--- src/pkg/aam_pkg.sv ---
// Constants shared by the access control entry matcher.
// Assumes a 32-bit APB register bus and one 125 MHz clock.
package aam_pkg;

  // ------------------------------------------------------------
  // Register map
  // ------------------------------------------------------------
  localparam logic [7:0] OFF_CTRL     = 8'h00;
  localparam logic [7:0] OFF_SIP_ADDR = 8'h04;
  localparam logic [7:0] OFF_SENDER_PROTO_MASK = 8'h08;
  localparam logic [7:0] OFF_TIP_ADDR = 8'h0C;
  localparam logic [7:0] OFF_TIP_MASK = 8'h10;
  localparam logic [7:0] OFF_ICMP     = 8'h14;
  localparam logic [7:0] OFF_STATUS   = 8'h18;
  localparam logic [7:0] OFF_HIT_CNT  = 8'h1C;

  // ------------------------------------------------------------
  // Control and ICMP register fields
  // ------------------------------------------------------------
  localparam int CTRL_OPC   = 0;
  localparam int CTRL_RR    = 2;
  localparam int CTRL_SIP   = 4;
  localparam int CTRL_TIP   = 6;
  localparam int CTRL_ACONS = 8;
  localparam int CTRL_RCONS = 10;
  localparam int CTRL_LEN   = 12;
  localparam int CTRL_HW    = 14;
  localparam int CTRL_PROTO = 16;
  localparam int CTRL_TYPEN = 18;
  localparam int CTRL_CODEN = 19;
  localparam int CTRL_KIND  = 20;
  localparam int ICMP_TYPE  = 0;
  localparam int ICMP_CODE  = 8;

  localparam logic [31:0] RST_WORD  = 32'h0000_0000;
  localparam logic [31:0] RST_MASK  = 32'hFFFF_FFFF;
  localparam logic [31:0] CTRL_BITS = 32'h003F_FFFF;
  localparam logic [31:0] ICMP_BITS = 32'h0000_FFFF;

  // ------------------------------------------------------------
  // Field encodings
  // ------------------------------------------------------------
  localparam logic [1:0] SEL_ANY   = 2'h0;
  localparam logic [1:0] SEL_ZERO  = 2'h1;
  localparam logic [1:0] SEL_ONE   = 2'h2;
  localparam logic [1:0] OPC_ARP   = 2'h1;
  localparam logic [1:0] OPC_RARP  = 2'h2;
  localparam logic [1:0] OPC_OTHER = 2'h3;
  localparam logic [1:0] RR_REQ    = 2'h1;
  localparam logic [1:0] RR_RPL    = 2'h2;
  localparam logic [1:0] ADR_HOST  = 2'h1;
  localparam logic [1:0] ADR_NET   = 2'h2;
  localparam logic [1:0] KIND_ARP  = 2'h1;
  localparam logic [1:0] KIND_ICMP = 2'h2;

  // ------------------------------------------------------------
  // Frame field values
  // ------------------------------------------------------------
  localparam logic [15:0] OPER_ARP_REQ  = 16'h0001;
  localparam logic [15:0] OPER_ARP_RPL  = 16'h0002;
  localparam logic [15:0] OPER_RARP_REQ = 16'h0003;
  localparam logic [15:0] OPER_RARP_RPL = 16'h0004;
  localparam logic [7:0]  HLEN_ETH      = 8'h06;
  localparam logic [7:0]  PLEN_IPV4     = 8'h04;
  localparam logic [15:0] HTYPE_ETH     = 16'h0001;
  localparam logic [15:0] PTYPE_IPV4    = 16'h0800;

  localparam logic [15:0] CNT_ONE  = 16'h0001;
  localparam logic [15:0] CNT_ZERO = 16'h0000;

endpackage

--- src/pkg/aam_addr_if.sv ---
// Carrier between the matcher and its IPv4 address filters.
// Assumes both ends run on the same clock; the filter is purely combinational.
`timescale 1ns/10ps
`default_nettype none
interface aam_addr_if;
  logic [1:0]  mode;
  logic [31:0] cfg_addr;
  logic [31:0] cfg_mask;
  logic [31:0] field;
  logic        hit;

  modport filt (
    input  mode,
    input  cfg_addr,
    input  cfg_mask,
    input  field,
    output hit
  );

  modport user (
    output mode,
    output cfg_addr,
    output cfg_mask,
    output field,
    input  hit
  );
endinterface
`default_nettype wire

--- src/design/aam_addr_filter.sv ---
// IPv4 address filter with don't-care, host and network modes.
// Assumes mode, address, mask and field are stable in the sampling cycle.
`timescale 1ns/10ps
`default_nettype none
module aam_addr_filter
  import aam_pkg::*;
(
  aam_addr_if.filt f
);

  // ------------------------------------------------------------
  // Compare
  // ------------------------------------------------------------
  // Unused mode codes behave as don't-care so a stray write never blocks.
  always_comb begin
    case (f.mode)
      ADR_HOST: f.hit = (f.field == f.cfg_addr);
      ADR_NET:  f.hit = ((f.field & f.cfg_mask) ==
                         (f.cfg_addr & f.cfg_mask));
      default:  f.hit = 1'b1;
    endcase
  end

endmodule
`default_nettype wire

--- src/design/aam_matcher.sv ---
// Access control entry matcher for ARP/RARP and ICMP frames, APB slave.
// Assumes the frame parser drives decoded header fields on this clock.
//
// Overview of operation
// - The opcode class selects any, ARP, RARP or other opcodes.
// - The other class matches only ARP-family frames with an unknown opcode.
// - Request mode matches only ARP request or RARP request opcodes.
// - Reply mode matches only ARP or RARP replies; any ignores it.
// - Sender host mode needs the sender address to equal the setting.
// - Sender network mode compares the sender address under the mask.
// - Target host mode needs the target address to equal the setting.
// - Target network mode compares the target address under the mask.
// - ARP consistency tests sender hardware address against source MAC.
// - RARP consistency tests target hardware address against source MAC.
// - Length check tests hardware length 6 with protocol length 4.
// - Hardware space check tests the hardware type for Ethernet.
// - Protocol space check tests the protocol type for IPv4.
// - A specific ICMP type matches only frames with that type byte.
// - A specific ICMP code matches only frames with that code byte.
//
// Implementation choices: the placing of the registers and register access over APB.
`timescale 1ns/10ps
`default_nettype none
module aam_matcher
  import aam_pkg::*;
(
  input  wire logic        I_CLOCK,
  input  wire logic        I_NRST,
  input  wire logic        I_PSEL,
  input  wire logic        I_PENABLE,
  input  wire logic        I_PWRITE,
  input  wire logic [7:0]  I_PADDR,
  input  wire logic [31:0] I_PWDATA,
  input  wire logic [3:0]  I_PSTRB,
  output logic [31:0]      O_PRDATA,
  output logic             O_PREADY,
  output logic             O_PSLVERR,
  input  wire logic        I_FRM_VALID,
  input  wire logic        I_FRM_IS_ARP,
  input  wire logic        I_FRM_IS_ICMP,
  input  wire logic [47:0] I_FRAME_SOURCE_MAC,
  input  wire logic [15:0] I_ARP_HTYPE,
  input  wire logic [15:0] I_ARP_PTYPE,
  input  wire logic [7:0]  I_ARP_HLEN,
  input  wire logic [7:0]  I_ARP_PLEN,
  input  wire logic [15:0] I_ARP_OPER,
  input  wire logic [47:0] I_ARP_SHA,
  input  wire logic [31:0] I_ARP_SPA,
  input  wire logic [47:0] I_ARP_THA,
  input  wire logic [31:0] I_ARP_TPA,
  input  wire logic [7:0]  I_ICMP_TYPE,
  input  wire logic [7:0]  I_ICMP_CODE,
  output logic             O_RESULT_VALID,
  output logic             O_MATCH
);

  // ------------------------------------------------------------
  // Helpers
  // ------------------------------------------------------------
  // Zero and one settings demand the condition false or true.
  function automatic logic sel_ok(input logic [1:0] sel,
                                  input logic       cond);
    logic ok;
    ok = 1'b1;
    if (sel == SEL_ZERO) begin
      ok = !cond;
    end else if (sel == SEL_ONE) begin
      ok = cond;
    end
    return ok;
  endfunction

  function automatic logic [31:0] merge(input logic [31:0] old,
                                        input logic [31:0] nw,
                                        input logic [3:0]  strb);
    logic [31:0] res;
    res = old;
    for (int b = 0; b < 4; b++) begin
      if (strb[b]) begin
        res[8*b +: 8] = nw[8*b +: 8];
      end
    end
    return res;
  endfunction

  // ------------------------------------------------------------
  // Register state
  // ------------------------------------------------------------
  logic [31:0] ctrl_r,     ctrl_nxt;
  logic [31:0] sip_addr_r, sip_addr_nxt;
  logic [31:0] sender_proto_mask_r, sender_proto_mask_nxt;
  logic [31:0] tip_addr_r, tip_addr_nxt;
  logic [31:0] tip_mask_r, tip_mask_nxt;
  logic [31:0] icmp_r,     icmp_nxt;
  logic [15:0] hit_cnt_r,  hit_cnt_nxt;
  logic [31:0] prdata_r,   prdata_nxt;
  logic        seen_r,     seen_nxt;
  logic        valid_r,    valid_nxt;
  logic        match_r,    match_nxt;

  logic        wr_en;
  logic        rd_setup;
  logic        mapped;
  logic        read_only;
  logic [31:0] rd_mux;
  logic        entry_hit;

  aam_addr_if sip_if ();
  aam_addr_if tip_if ();

  assign wr_en    = I_PSEL && I_PENABLE && I_PWRITE;
  assign rd_setup = I_PSEL && !I_PENABLE && !I_PWRITE;

  // ------------------------------------------------------------
  // APB decode
  // ------------------------------------------------------------
  // Zero wait states; read data is caught in the setup cycle.
  always_comb begin
    mapped    = 1'b1;
    read_only = 1'b0;
    rd_mux    = RST_WORD;
    case (I_PADDR)
      OFF_CTRL:     rd_mux = ctrl_r;
      OFF_SIP_ADDR: rd_mux = sip_addr_r;
      OFF_SENDER_PROTO_MASK: rd_mux = sender_proto_mask_r;
      OFF_TIP_ADDR: rd_mux = tip_addr_r;
      OFF_TIP_MASK: rd_mux = tip_mask_r;
      OFF_ICMP:     rd_mux = icmp_r;
      OFF_STATUS: begin
        rd_mux    = {30'h0000_0000, seen_r, match_r};
        read_only = 1'b1;
      end
      OFF_HIT_CNT:  rd_mux = {16'h0000, hit_cnt_r};
      default:      mapped = 1'b0;
    endcase
  end

  assign O_PREADY  = I_PSEL && I_PENABLE;
  assign O_PSLVERR = I_PSEL && I_PENABLE &&
                     (!mapped || (I_PWRITE && read_only));
  assign O_PRDATA  = prdata_r;

  // ------------------------------------------------------------
  // Address filters
  // ------------------------------------------------------------
  assign sip_if.mode     = ctrl_r[CTRL_SIP +: 2];
  assign sip_if.cfg_addr = sip_addr_r;
  assign sip_if.cfg_mask = sender_proto_mask_r;
  assign sip_if.field    = I_ARP_SPA;
  assign tip_if.mode     = ctrl_r[CTRL_TIP +: 2];
  assign tip_if.cfg_addr = tip_addr_r;
  assign tip_if.cfg_mask = tip_mask_r;
  assign tip_if.field    = I_ARP_TPA;

  aam_addr_filter u_sip_filter (
    .f (sip_if.filt)
  );

  aam_addr_filter u_tip_filter (
    .f (tip_if.filt)
  );

  // ------------------------------------------------------------
  // Entry evaluation
  // ------------------------------------------------------------
  logic is_arp_op;
  logic is_rarp_op;
  logic is_req;
  logic is_rpl;
  logic opc_ok;
  logic rr_ok;
  logic arp_all;
  logic icmp_all;
  logic arp_need;
  logic icmp_need;

  always_comb begin
    is_arp_op  = (I_ARP_OPER == OPER_ARP_REQ) ||
                 (I_ARP_OPER == OPER_ARP_RPL);
    is_rarp_op = (I_ARP_OPER == OPER_RARP_REQ) ||
                 (I_ARP_OPER == OPER_RARP_RPL);
    is_req     = (I_ARP_OPER == OPER_ARP_REQ) ||
                 (I_ARP_OPER == OPER_RARP_REQ);
    is_rpl     = (I_ARP_OPER == OPER_ARP_RPL) ||
                 (I_ARP_OPER == OPER_RARP_RPL);
    case (ctrl_r[CTRL_OPC +: 2])
      OPC_ARP:   opc_ok = is_arp_op;
      OPC_RARP:  opc_ok = is_rarp_op;
      OPC_OTHER: opc_ok = !is_arp_op && !is_rarp_op;
      default:   opc_ok = 1'b1;
    endcase
    case (ctrl_r[CTRL_RR +: 2])
      RR_REQ:  rr_ok = is_req;
      RR_RPL:  rr_ok = is_rpl;
      default: rr_ok = 1'b1;
    endcase
    // Consistency checks only judge frames carrying their own opcode.
    arp_all = opc_ok && rr_ok && sip_if.hit && tip_if.hit &&
      (!is_arp_op ||
       sel_ok(ctrl_r[CTRL_ACONS +: 2],
              I_ARP_SHA == I_FRAME_SOURCE_MAC)) &&
      (!is_rarp_op ||
       sel_ok(ctrl_r[CTRL_RCONS +: 2],
              I_ARP_THA == I_FRAME_SOURCE_MAC)) &&
      sel_ok(ctrl_r[CTRL_LEN +: 2],
             (I_ARP_HLEN == HLEN_ETH) &&
             (I_ARP_PLEN == PLEN_IPV4)) &&
      sel_ok(ctrl_r[CTRL_HW +: 2],
             I_ARP_HTYPE == HTYPE_ETH) &&
      sel_ok(ctrl_r[CTRL_PROTO +: 2],
             I_ARP_PTYPE == PTYPE_IPV4);
    icmp_all =
      (!ctrl_r[CTRL_TYPEN] ||
       I_ICMP_TYPE == icmp_r[ICMP_TYPE +: 8]) &&
      (!ctrl_r[CTRL_CODEN] ||
       I_ICMP_CODE == icmp_r[ICMP_CODE +: 8]);
    // Any enabled criterion of a family, or the kind, demands that family,
    // so a don't-care kind can never let a foreign frame slip through.
    arp_need  = (ctrl_r[CTRL_KIND +: 2] == KIND_ARP) ||
                (ctrl_r[CTRL_TYPEN-1:CTRL_OPC] != '0);
    icmp_need = (ctrl_r[CTRL_KIND +: 2] == KIND_ICMP) ||
                ctrl_r[CTRL_TYPEN] || ctrl_r[CTRL_CODEN];
    entry_hit = (!arp_need || (I_FRM_IS_ARP && arp_all)) &&
                (!icmp_need || (I_FRM_IS_ICMP && icmp_all));
  end

  // ------------------------------------------------------------
  // Next state
  // ------------------------------------------------------------
  always_comb begin
    ctrl_nxt     = ctrl_r;
    sip_addr_nxt = sip_addr_r;
    sender_proto_mask_nxt = sender_proto_mask_r;
    tip_addr_nxt = tip_addr_r;
    tip_mask_nxt = tip_mask_r;
    icmp_nxt     = icmp_r;
    hit_cnt_nxt  = hit_cnt_r;
    seen_nxt     = seen_r;
    prdata_nxt   = prdata_r;
    valid_nxt    = I_FRM_VALID;
    match_nxt    = match_r;
    if (rd_setup) begin
      prdata_nxt = rd_mux;
    end
    if (wr_en) begin
      case (I_PADDR)
        OFF_CTRL:
          ctrl_nxt = merge(ctrl_r, I_PWDATA, I_PSTRB) & CTRL_BITS;
        OFF_SIP_ADDR:
          sip_addr_nxt = merge(sip_addr_r, I_PWDATA, I_PSTRB);
        OFF_SENDER_PROTO_MASK:
          sender_proto_mask_nxt = merge(sender_proto_mask_r, I_PWDATA, I_PSTRB);
        OFF_TIP_ADDR:
          tip_addr_nxt = merge(tip_addr_r, I_PWDATA, I_PSTRB);
        OFF_TIP_MASK:
          tip_mask_nxt = merge(tip_mask_r, I_PWDATA, I_PSTRB);
        OFF_ICMP:
          icmp_nxt = merge(icmp_r, I_PWDATA, I_PSTRB) & ICMP_BITS;
        OFF_HIT_CNT: begin
          hit_cnt_nxt = CNT_ZERO;
          seen_nxt    = 1'b0;
        end
        default: begin
        end
      endcase
    end
    // A frame in the clearing cycle still counts, so no hit is lost.
    if (I_FRM_VALID) begin
      match_nxt = entry_hit;
      seen_nxt  = 1'b1;
      if (entry_hit) begin
        hit_cnt_nxt = (wr_en && I_PADDR == OFF_HIT_CNT) ? CNT_ONE :
                      hit_cnt_r + CNT_ONE;
      end
    end
  end

  // ------------------------------------------------------------
  // Registers
  // ------------------------------------------------------------
  always_ff @(posedge I_CLOCK) begin
    if (!I_NRST) begin
      ctrl_r     <= RST_WORD;
      sip_addr_r <= RST_WORD;
      sender_proto_mask_r <= RST_MASK;
      tip_addr_r <= RST_WORD;
      tip_mask_r <= RST_MASK;
      icmp_r     <= RST_WORD;
      hit_cnt_r  <= CNT_ZERO;
      prdata_r   <= RST_WORD;
      seen_r     <= 1'b0;
      valid_r    <= 1'b0;
      match_r    <= 1'b0;
    end else begin
      ctrl_r     <= ctrl_nxt;
      sip_addr_r <= sip_addr_nxt;
      sender_proto_mask_r <= sender_proto_mask_nxt;
      tip_addr_r <= tip_addr_nxt;
      tip_mask_r <= tip_mask_nxt;
      icmp_r     <= icmp_nxt;
      hit_cnt_r  <= hit_cnt_nxt;
      prdata_r   <= prdata_nxt;
      seen_r     <= seen_nxt;
      valid_r    <= valid_nxt;
      match_r    <= match_nxt;
    end
  end

  assign O_RESULT_VALID = valid_r;
  assign O_MATCH        = valid_r && match_r;

endmodule
`default_nettype wire

--- config.mk ---
export PLATFORM = sky130hd
export DESIGN_NAME = aam_matcher
export DESIGN_NICKNAME = d
export VERILOG_FILES = /design/src/pkg/aam_pkg.sv /design/src/pkg/aam_addr_if.sv /design/src/design/aam_addr_filter.sv /design/src/design/aam_matcher.sv
export SDC_FILE = /design/constraint.sdc
export NUM_CORES = 1
export LEC_CHECK = 0
export BUFFER_PORTS_ARGS = -buffer_cell sky130_fd_sc_hd__buf_2
export CORE_ASPECT_RATIO = 1.75
export CORE_UTILIZATION = 35
export DETAILED_ROUTE_END_ITERATION = 8
export GPL_TIMING_DRIVEN = 0
export HOLD_SLACK_MARGIN = 0.03
export SLEW_MARGIN = 40
export SYNTH_ARGS = -nofsm -noshare
export SYNTH_HDL_FRONTEND = slang
export SYNTH_SLANG_ARGS = --single-unit
--- constraint.sdc ---
create_clock -name I_CLOCK -period 2.5 [get_ports I_CLOCK]
set_clock_uncertainty 0.15 [all_clocks]
set_input_delay 0.125 -clock I_CLOCK [delete_from_list [all_inputs] [get_ports I_CLOCK]]
set_output_delay 0.125 -clock I_CLOCK [all_outputs]
set_load 0.05 [all_outputs]
# ---- Word level (Yosys, flattened, before mapping)
# Index checks and enable logic that the tools add are counted.
dict set report totals {
  mem_count 0
  mem_bits_ro 0
  register_bits 217
  inputBits 340
  output_inout_bits 36
  latch_bits 0
  ramBits 0
}
dict set report classes {
  n_bitwise 4
  n_mux 25
  shift 0
  n_div 0
  multipliers 0
  reduce_logical 77
  eq_ne 44
  addsub 1
  n_lt_le_gt_ge 0
}
# operator count
set op_table {}
lappend op_table {{case mux 32 bit (8 select lines)} 1}
lappend op_table {{bitwise AND 32 bit} 4}
lappend op_table {{equality test 32 bit} 4}
lappend op_table {{equality test 48 bit} 2}
lappend op_table {{two-way mux 16 bit} 5}
lappend op_table {{AND reduction 3 bit} 21}
lappend op_table {{equality test 16 x 1 -> 1 bit (second input constant)} 2}
lappend op_table {{equality test 16 x 2 -> 1 bit (second input constant)} 2}
lappend op_table {{equality test 8 x 5 -> 1 bit (second input constant)} 4}
lappend op_table {{equality test 8 x 3 -> 1 bit (second input constant)} 3}
lappend op_table {{equality test 2 bit (second input constant)} 11}
lappend op_table {{logical AND 1 bit} 22}
lappend op_table {{equality test 2 x 1 -> 1 bit (second input constant)} 10}
lappend op_table {{nonzero test 18 bit} 1}
lappend op_table {{adder 16 x 1 -> 16 bit (second input constant)} 1}
lappend op_table {{equality test 16 x 12 -> 1 bit (second input constant)} 1}
lappend op_table {{equality test 16 x 3 -> 1 bit (second input constant)} 1}
lappend op_table {{equality test 8 x 4 -> 1 bit (second input constant)} 2}
lappend op_table {{equality test 8 bit} 2}
lappend op_table {{two-way mux 1 bit} 15}
lappend op_table {{logical NOT 1 bit} 14}
lappend op_table {{logical OR 1 bit} 14}
lappend op_table {{logical NOT 8 bit} 1}
lappend op_table {{OR reduction 8 bit} 1}
lappend op_table {{other kinds (4)} 7}

# ---- Depth between registers and ports, before layout
dict set report depth {
  word_depth 18
  depth_mapped 13
  mapped_depth_nobuf 11
}

# ---- Cells and area by module
# Synthesis repeated with hierarchy kept, for this count alone.
dict set report unflattened {
  cells_unflattened 1337
  area_unflattened_um2 11866.4
}
# module cells_per_inst area_per_inst_um2 seq_area_each_um2 instances
set modules_own_cells {}
lappend modules_own_cells {aam_matcher 1195 10725.3 4344.2 1}
lappend modules_own_cells {aam_addr_filter 71 570.5 0.0 2}

# ---- Worst setup path before layout
# Ideal clock, no wire load.
dict set report synth_timing {
  path_type {register to register}
  from {reg ctrl_r[3]}
  to {reg hit_cnt_r[3]}
  slack_ns -0.102
  required_time_ns 2.280
  arrival_ns 2.382
  stages_incl_launch_ff 13
  n_path_buf 1
  path_cell_list {dfxtp_1 > inv_1 > ha_1 > and3b_1 > a31oi_1 > o21a_1 > a2111oi_4 > nand4_2 > a31oi_4 > a31oi_4 > buf_6 > or4_1 > a21oi_1}
}
dict set report synth_between {
  elab_chain_cells 15
}
# element line
set synth_lines {}
lappend synth_lines {{from (decl)} aam_matcher.sv:89} ;# logic [31:0] ctrl_r, ctrl_nxt;
lappend synth_lines {{from (signal assigned)} aam_matcher.sv:295} ;# ctrl_r <= ctrl_nxt;
lappend synth_lines {{equality test 2 bit or equality test 2 x 1 -> 1 bit (tied branches)} aam_matcher.sv:192} ;# case (ctrl_r[CTRL_RR +: 2])
lappend synth_lines {{case mux 1 bit (2 select lines)} aam_matcher.sv:192}
lappend synth_lines {{logical AND 1 bit (4 in a row)} aam_matcher.sv:198} ;# arp_all = opc_ok && rr_ok && sip_if.hit && tip_if.hit &&
lappend synth_lines {{logical AND 1 bit} aam_matcher.sv:201} ;# I_ARP_SHA == I_FRAME_SOURCE_MAC)) &&
lappend synth_lines {{logical AND 1 bit} aam_matcher.sv:204} ;# I_ARP_THA == I_FRAME_SOURCE_MAC)) &&
lappend synth_lines {{logical AND 1 bit} aam_matcher.sv:207} ;# (I_ARP_PLEN == PLEN_IPV4)) &&
lappend synth_lines {{logical AND 1 bit} aam_matcher.sv:209} ;# I_ARP_HTYPE == HTYPE_ETH) &&
lappend synth_lines {{logical AND 1 bit} aam_matcher.sv:223} ;# entry_hit = (!arp_need || (I_FRM_IS_ARP && arp_all)) &&
lappend synth_lines {{logical OR 1 bit *} aam_matcher.sv:223}
lappend synth_lines {{logical AND 1 bit *} aam_matcher.sv:223}
lappend synth_lines {{two-way mux 16 bit *} aam_matcher.sv:271} ;# if (entry_hit) begin
lappend synth_lines {{two-way mux 16 bit *} aam_matcher.sv:268} ;# if (I_FRM_VALID) begin
lappend synth_lines {{to (signal assigned)} aam_matcher.sv:301} ;# hit_cnt_r <= hit_cnt_nxt;
lappend synth_lines {{to (decl)} aam_matcher.sv:95} ;# logic [15:0] hit_cnt_r, hit_cnt_nxt;
# Mark *: on every way between the ends. The rest lies on a longest branch, timed or not.
# A chain may end at the register's enable or synchronous reset.

# ---- Worst setup path in the final report
dict set report layout_timing {
  from {reg tip_addr_r[8]}
  to {reg hit_cnt_r[6]}
}
dict set report layout_between {
  elab_chain_cells 14
}
# element line
set layout_lines {}
lappend layout_lines {{from (decl)} aam_matcher.sv:92} ;# logic [31:0] tip_addr_r, tip_addr_nxt;
lappend layout_lines {{from (signal assigned)} aam_matcher.sv:298} ;# tip_addr_r <= tip_addr_nxt;
lappend layout_lines {{bitwise AND 32 bit} aam_addr_filter.sv:19} ;# (f.cfg_addr & f.cfg_mask));
lappend layout_lines {{equality test 32 bit} aam_addr_filter.sv:18} ;# ADR_NET: f.hit = ((f.field & f.cfg_mask) ==
lappend layout_lines {{case mux 1 bit (2 select lines) *} aam_addr_filter.sv:16} ;# case (f.mode)
lappend layout_lines {{logical AND 1 bit * (2 in a row)} aam_matcher.sv:198}
lappend layout_lines {{logical AND 1 bit *} aam_matcher.sv:201}
lappend layout_lines {{logical AND 1 bit *} aam_matcher.sv:204}
lappend layout_lines {{logical AND 1 bit *} aam_matcher.sv:207}
lappend layout_lines {{logical AND 1 bit *} aam_matcher.sv:209}
lappend layout_lines {{logical AND 1 bit *} aam_matcher.sv:223}
lappend layout_lines {{logical OR 1 bit *} aam_matcher.sv:223}
lappend layout_lines {{logical AND 1 bit *} aam_matcher.sv:223}
lappend layout_lines {{two-way mux 16 bit *} aam_matcher.sv:271}
lappend layout_lines {{two-way mux 16 bit *} aam_matcher.sv:268}
# Marks and branches as above.

==> impl_metrics.env <==
export IMPL_ys_async_sr_fraction_pct=0
export IMPL_cts_root_to_sink_buffers=3
export IMPL_cp_num_buf_inv=1
export IMPL_cp_arrival_ns=3.11
export IMPL_hold_slack_ns=0.0931
export IMPL_cellLeakagePower_nw=6.57
export IMPL_grt_overflow=0
export IMPL_ir_drop_worst_vdd_v=0.000468
export IMPL_clock_tree_root_cell="clkbuf_16"
export IMPL_layout_area_overhead_pct=37.4
export IMPL_insertion_delay_ns=0.54
export IMPL_synth_sequential_area_ratio_pct=36.5
export IMPL_rsz0062_at_grt="yes"
export IMPL_synth_top_cell_area_share_pct=36.5
export IMPL_post_synth_mux_area_share_pct=0.441
export IMPL_critical_path_startpoint_type="flop"
export IMPL_post_synth_fa_ha_maj_area_fraction_pct=1.05
export IMPL_dieArea_mm2=0.0348
export IMPL_fmax_mhz=357
export IMPL_antenna_violations_before_repair=19
export IMPL_cts_htree_levels=1
export IMPL_tightest_slew_ns=0.962
export IMPL_globalRouteTotalUtil_pct=39.3
export IMPL_cp_top_family="simple AND/OR/NAND/NOR gates"
export IMPL_row_count=89
export IMPL_count_of_vias_placed_by_the_detailed_router=14200
export IMPL_wl_mm=69.9
export IMPL_synth_top_area_cell="dfxtp_1"
export IMPL_synth_commonest_cells="nand2_1 (327), dfxtp_1 (217), xor2_1 (157), nand3_1 (130), a21boi_0 (103)"
export IMPL_totalPowerFinal_mw=8.31
export IMPL_floorplan_initialDensity_pct=35.4
export IMPL_setup_viol=18
export IMPL_final_layout_size_suffix_gt1_share_pct=28.9
export IMPL_yosys_most_used_dff="dfxtp_1"
export IMPL_min_path_type="primary input to flop"
export IMPL_final_period_utilization_pct=112
export IMPL_synth_edff_count=0
export IMPL_ioPinCount=376
export IMPL_critical_path_max_stage_delay_ns=0.41
export IMPL_netlist_area_mm2=0.0119
export IMPL_yosys_cell_count_top_type="nand2_1"
export IMPL_timing_setup_critical_path_class="flop to flop"
export IMPL_powerDensity_mw_per_mm2=508
export IMPL_post_drt_wl_per_cell_um=29.1
export IMPL_chipWidth_um=141
export IMPL_syn_inst=1474
export IMPL_dr_pass1_iters=7
export IMPL_grt_pass1_wl_mm=95.0
export IMPL_setup_worst_path_end_class="flop"
export IMPL_max_slew_margin_pct=35.9
export IMPL_design_final_nets=2274
export IMPL_postRouteAntennaNets=0
export IMPL_ys_warnings_count=0
export IMPL_slew_violations=0
export IMPL_outcome="complete, but fails checks"
export IMPL_detailed_place_hpwl_mm=55.9
export IMPL_initialDrtViolationCount=1073
export IMPL_final_hold_violation_count=0
export IMPL_clock_period_minus_final_worst_setup_slack_ns=2.80
export IMPL_first_global_vias=13800
export IMPL_violations="setup timing"
export IMPL_synthesis_area_per_instance_um2=8.08
export IMPL_grt_max_degree=16
export IMPL_crit_fanout=7
export IMPL_synth_fp_nets=1824
export IMPL_cp_required_ns=2.81
export IMPL_netlist_cell_type_count=56
export IMPL_yosys_area_share_xor_xnor_pct=13.2
export IMPL_setup_tns_final_ns=-3.54
export IMPL_master_of_the_slowest_instance_on_the_critical_path="or4_4"
export IMPL_synth_seq_cells=217
export IMPL_numClockSinks=217
export IMPL_path_clk_slew_ns=0.07
export IMPL_crit_chain="xor2_4 -> a22oi_2 -> nand4_1 -> nor3_4 -> nand3_4 -> a31oi_4 -> a31oi_4 -> buf_6 -> or4_4 -> a21oi_2"
export IMPL_dieHeight_um=246
export IMPL_placement_io_buffers=373
export IMPL_worst_path_most_repeated_cell="a31oi_4"
export IMPL_simple_gate_share_of_the_synthesized_area_pct=25.0
export IMPL_synthTopCellsByArea="dfxtp_1 (36%), xor2_1 (12%), nand2_1 (10%), a21boi_0 (6.5%), nand3_1 (5.5%)"
export IMPL_core_region_area_mm2=0.0336
export IMPL_avgViaCountPerCell=5.90
export IMPL_synth_compound_area_share_pct=21.2
export IMPL_finalWeightedCongestion=1.09
export IMPL_cts_made_buffers=22
export IMPL_drc=0
export IMPL_worst_slack_setup_final_ns=-0.298
export IMPL_clock_tree_from_tritoncts="done"
export IMPL_combinational_family_with_the_most_area_after_synthesis="simple AND/OR/NAND/NOR gates"
export IMPL_cap_viol_max_count=0
## cells by family after synthesis
| kind of cell | Yosys count |
|---|---|
| AO/OA/AOI/OAI | 347 |
| XOR/XNOR | 179 |
| adder cells (fa/ha/maj) | 10 |
| buffers and inverters | 83 |
| flip-flops | 217 |
| multiplexers | 5 |
| AND/OR/NAND/NOR | 633 |
## where the power goes
group / internal (mW) / switching, mW / leakage [nW]
Sequential: 3.48 / 0.0241 / 1.77
Clock: 2.02 / 1.53 / 0.366
Combinational: 0.463 / 0.793 / 4.43
Total: 5.97 / 2.35 / 6.57
## state kept, by name, summed over array words and instances, names as in the netlist, 16 cells and up
register and cells:
O_PRDATA 32, sender_proto_mask_r 32, sip_addr_r 32, tip_addr_r 32, tip_if.cfg_mask 32, ctrl_r 22, hit_cnt_r 16, icmp_r 16
## stage by stage
step	util, %	cell area [um^2]	worst slack (ns)	std cells
after floorplan	-	11900	0.0221	1474
after global placement	42.7	14400	-1.87	2302
after detailed placement	43.0	14500	-1.25	2307
after CTS	47.3	15900	-0.364	2394
after global routing	48.6	16400	-0.326	2397
final	48.7	16400	-0.298	2402
## worst min-delay path, cell delays in order
cell and delay, ns:
buf_2 0.12, nor3b_2 0.10, buf_4 0.18, o21ai_0 0.15, a31oi_1 0.05
## routing by layer
metal	track usage [%]	wire length (um)
met1	35.6	21300
met2	69.3	34000
met3	11.5	6950
met4	37.5	7630
met5	0	99
## placed cells by master, fill, tap and decap left out, types with 8 or more instances in the layout
cell type and n:
buf_2 377, nand2_1 325, dfxtp_1 198, xor2_1 141, nand3_1 128, a21boi_0 102
a22oi_1 50, clkbuf_1 48, dlygate4sd3_1 43, nor4_1 37, o21ai_0 33, a21oi_1 32
a31oi_1 27, clkbuf_16 23, xnor2_1 22, nand4_1 21, a221oi_1 20, a22o_1 19
nor2_1 17, inv_1 15, clkbuf_2 15, nor4_2 13, dfxtp_2 13, xor2_2 12
nor3_2 11, buf_4 11, a222oi_1 10, nand2b_1 9, ha_1 9, and2_1 8
nor3_1 8
## cell type report
cell class / instances / area [um^2]
fill: 3332 / 17300
multi-input combinational: 1174 / 7910
sequential: 217 / 4380
timing repair buffer: 428 / 2380
clock buffer: 30 / 642
tap: 455 / 569
buffer: 65 / 285
clock inverter: 10 / 118
inverter: 16 / 62.6
antenna: 7 / 17.5
## worst paths after layout
path         cells past startpoint                       start  slack [ns]                       end
min                              5                    I_PWRITE        0.09  O_PRDATA[4]$_SDFFE_PN0P_
min reg2reg                      1         seen_r$_SDFFE_PN0P_        0.32       seen_r$_SDFFE_PN0P_
max                             10  tip_addr_r[8]$_SDFFE_PN0P_       -0.30   hit_cnt_r[6]$_SDFF_PN0_
max reg2reg                     10  tip_addr_r[8]$_SDFFE_PN0P_       -0.30   hit_cnt_r[6]$_SDFF_PN0_
## timing repair
action                     CTS  global route
setup endpoints to repair  150           153
setup buffers                6             1
pin swaps                   30            35
gates resized for setup     58            88
hold endpoints to repair   178             0
hold buffers                43             0
No activity file was read; power rests on OpenSTA's default activity.
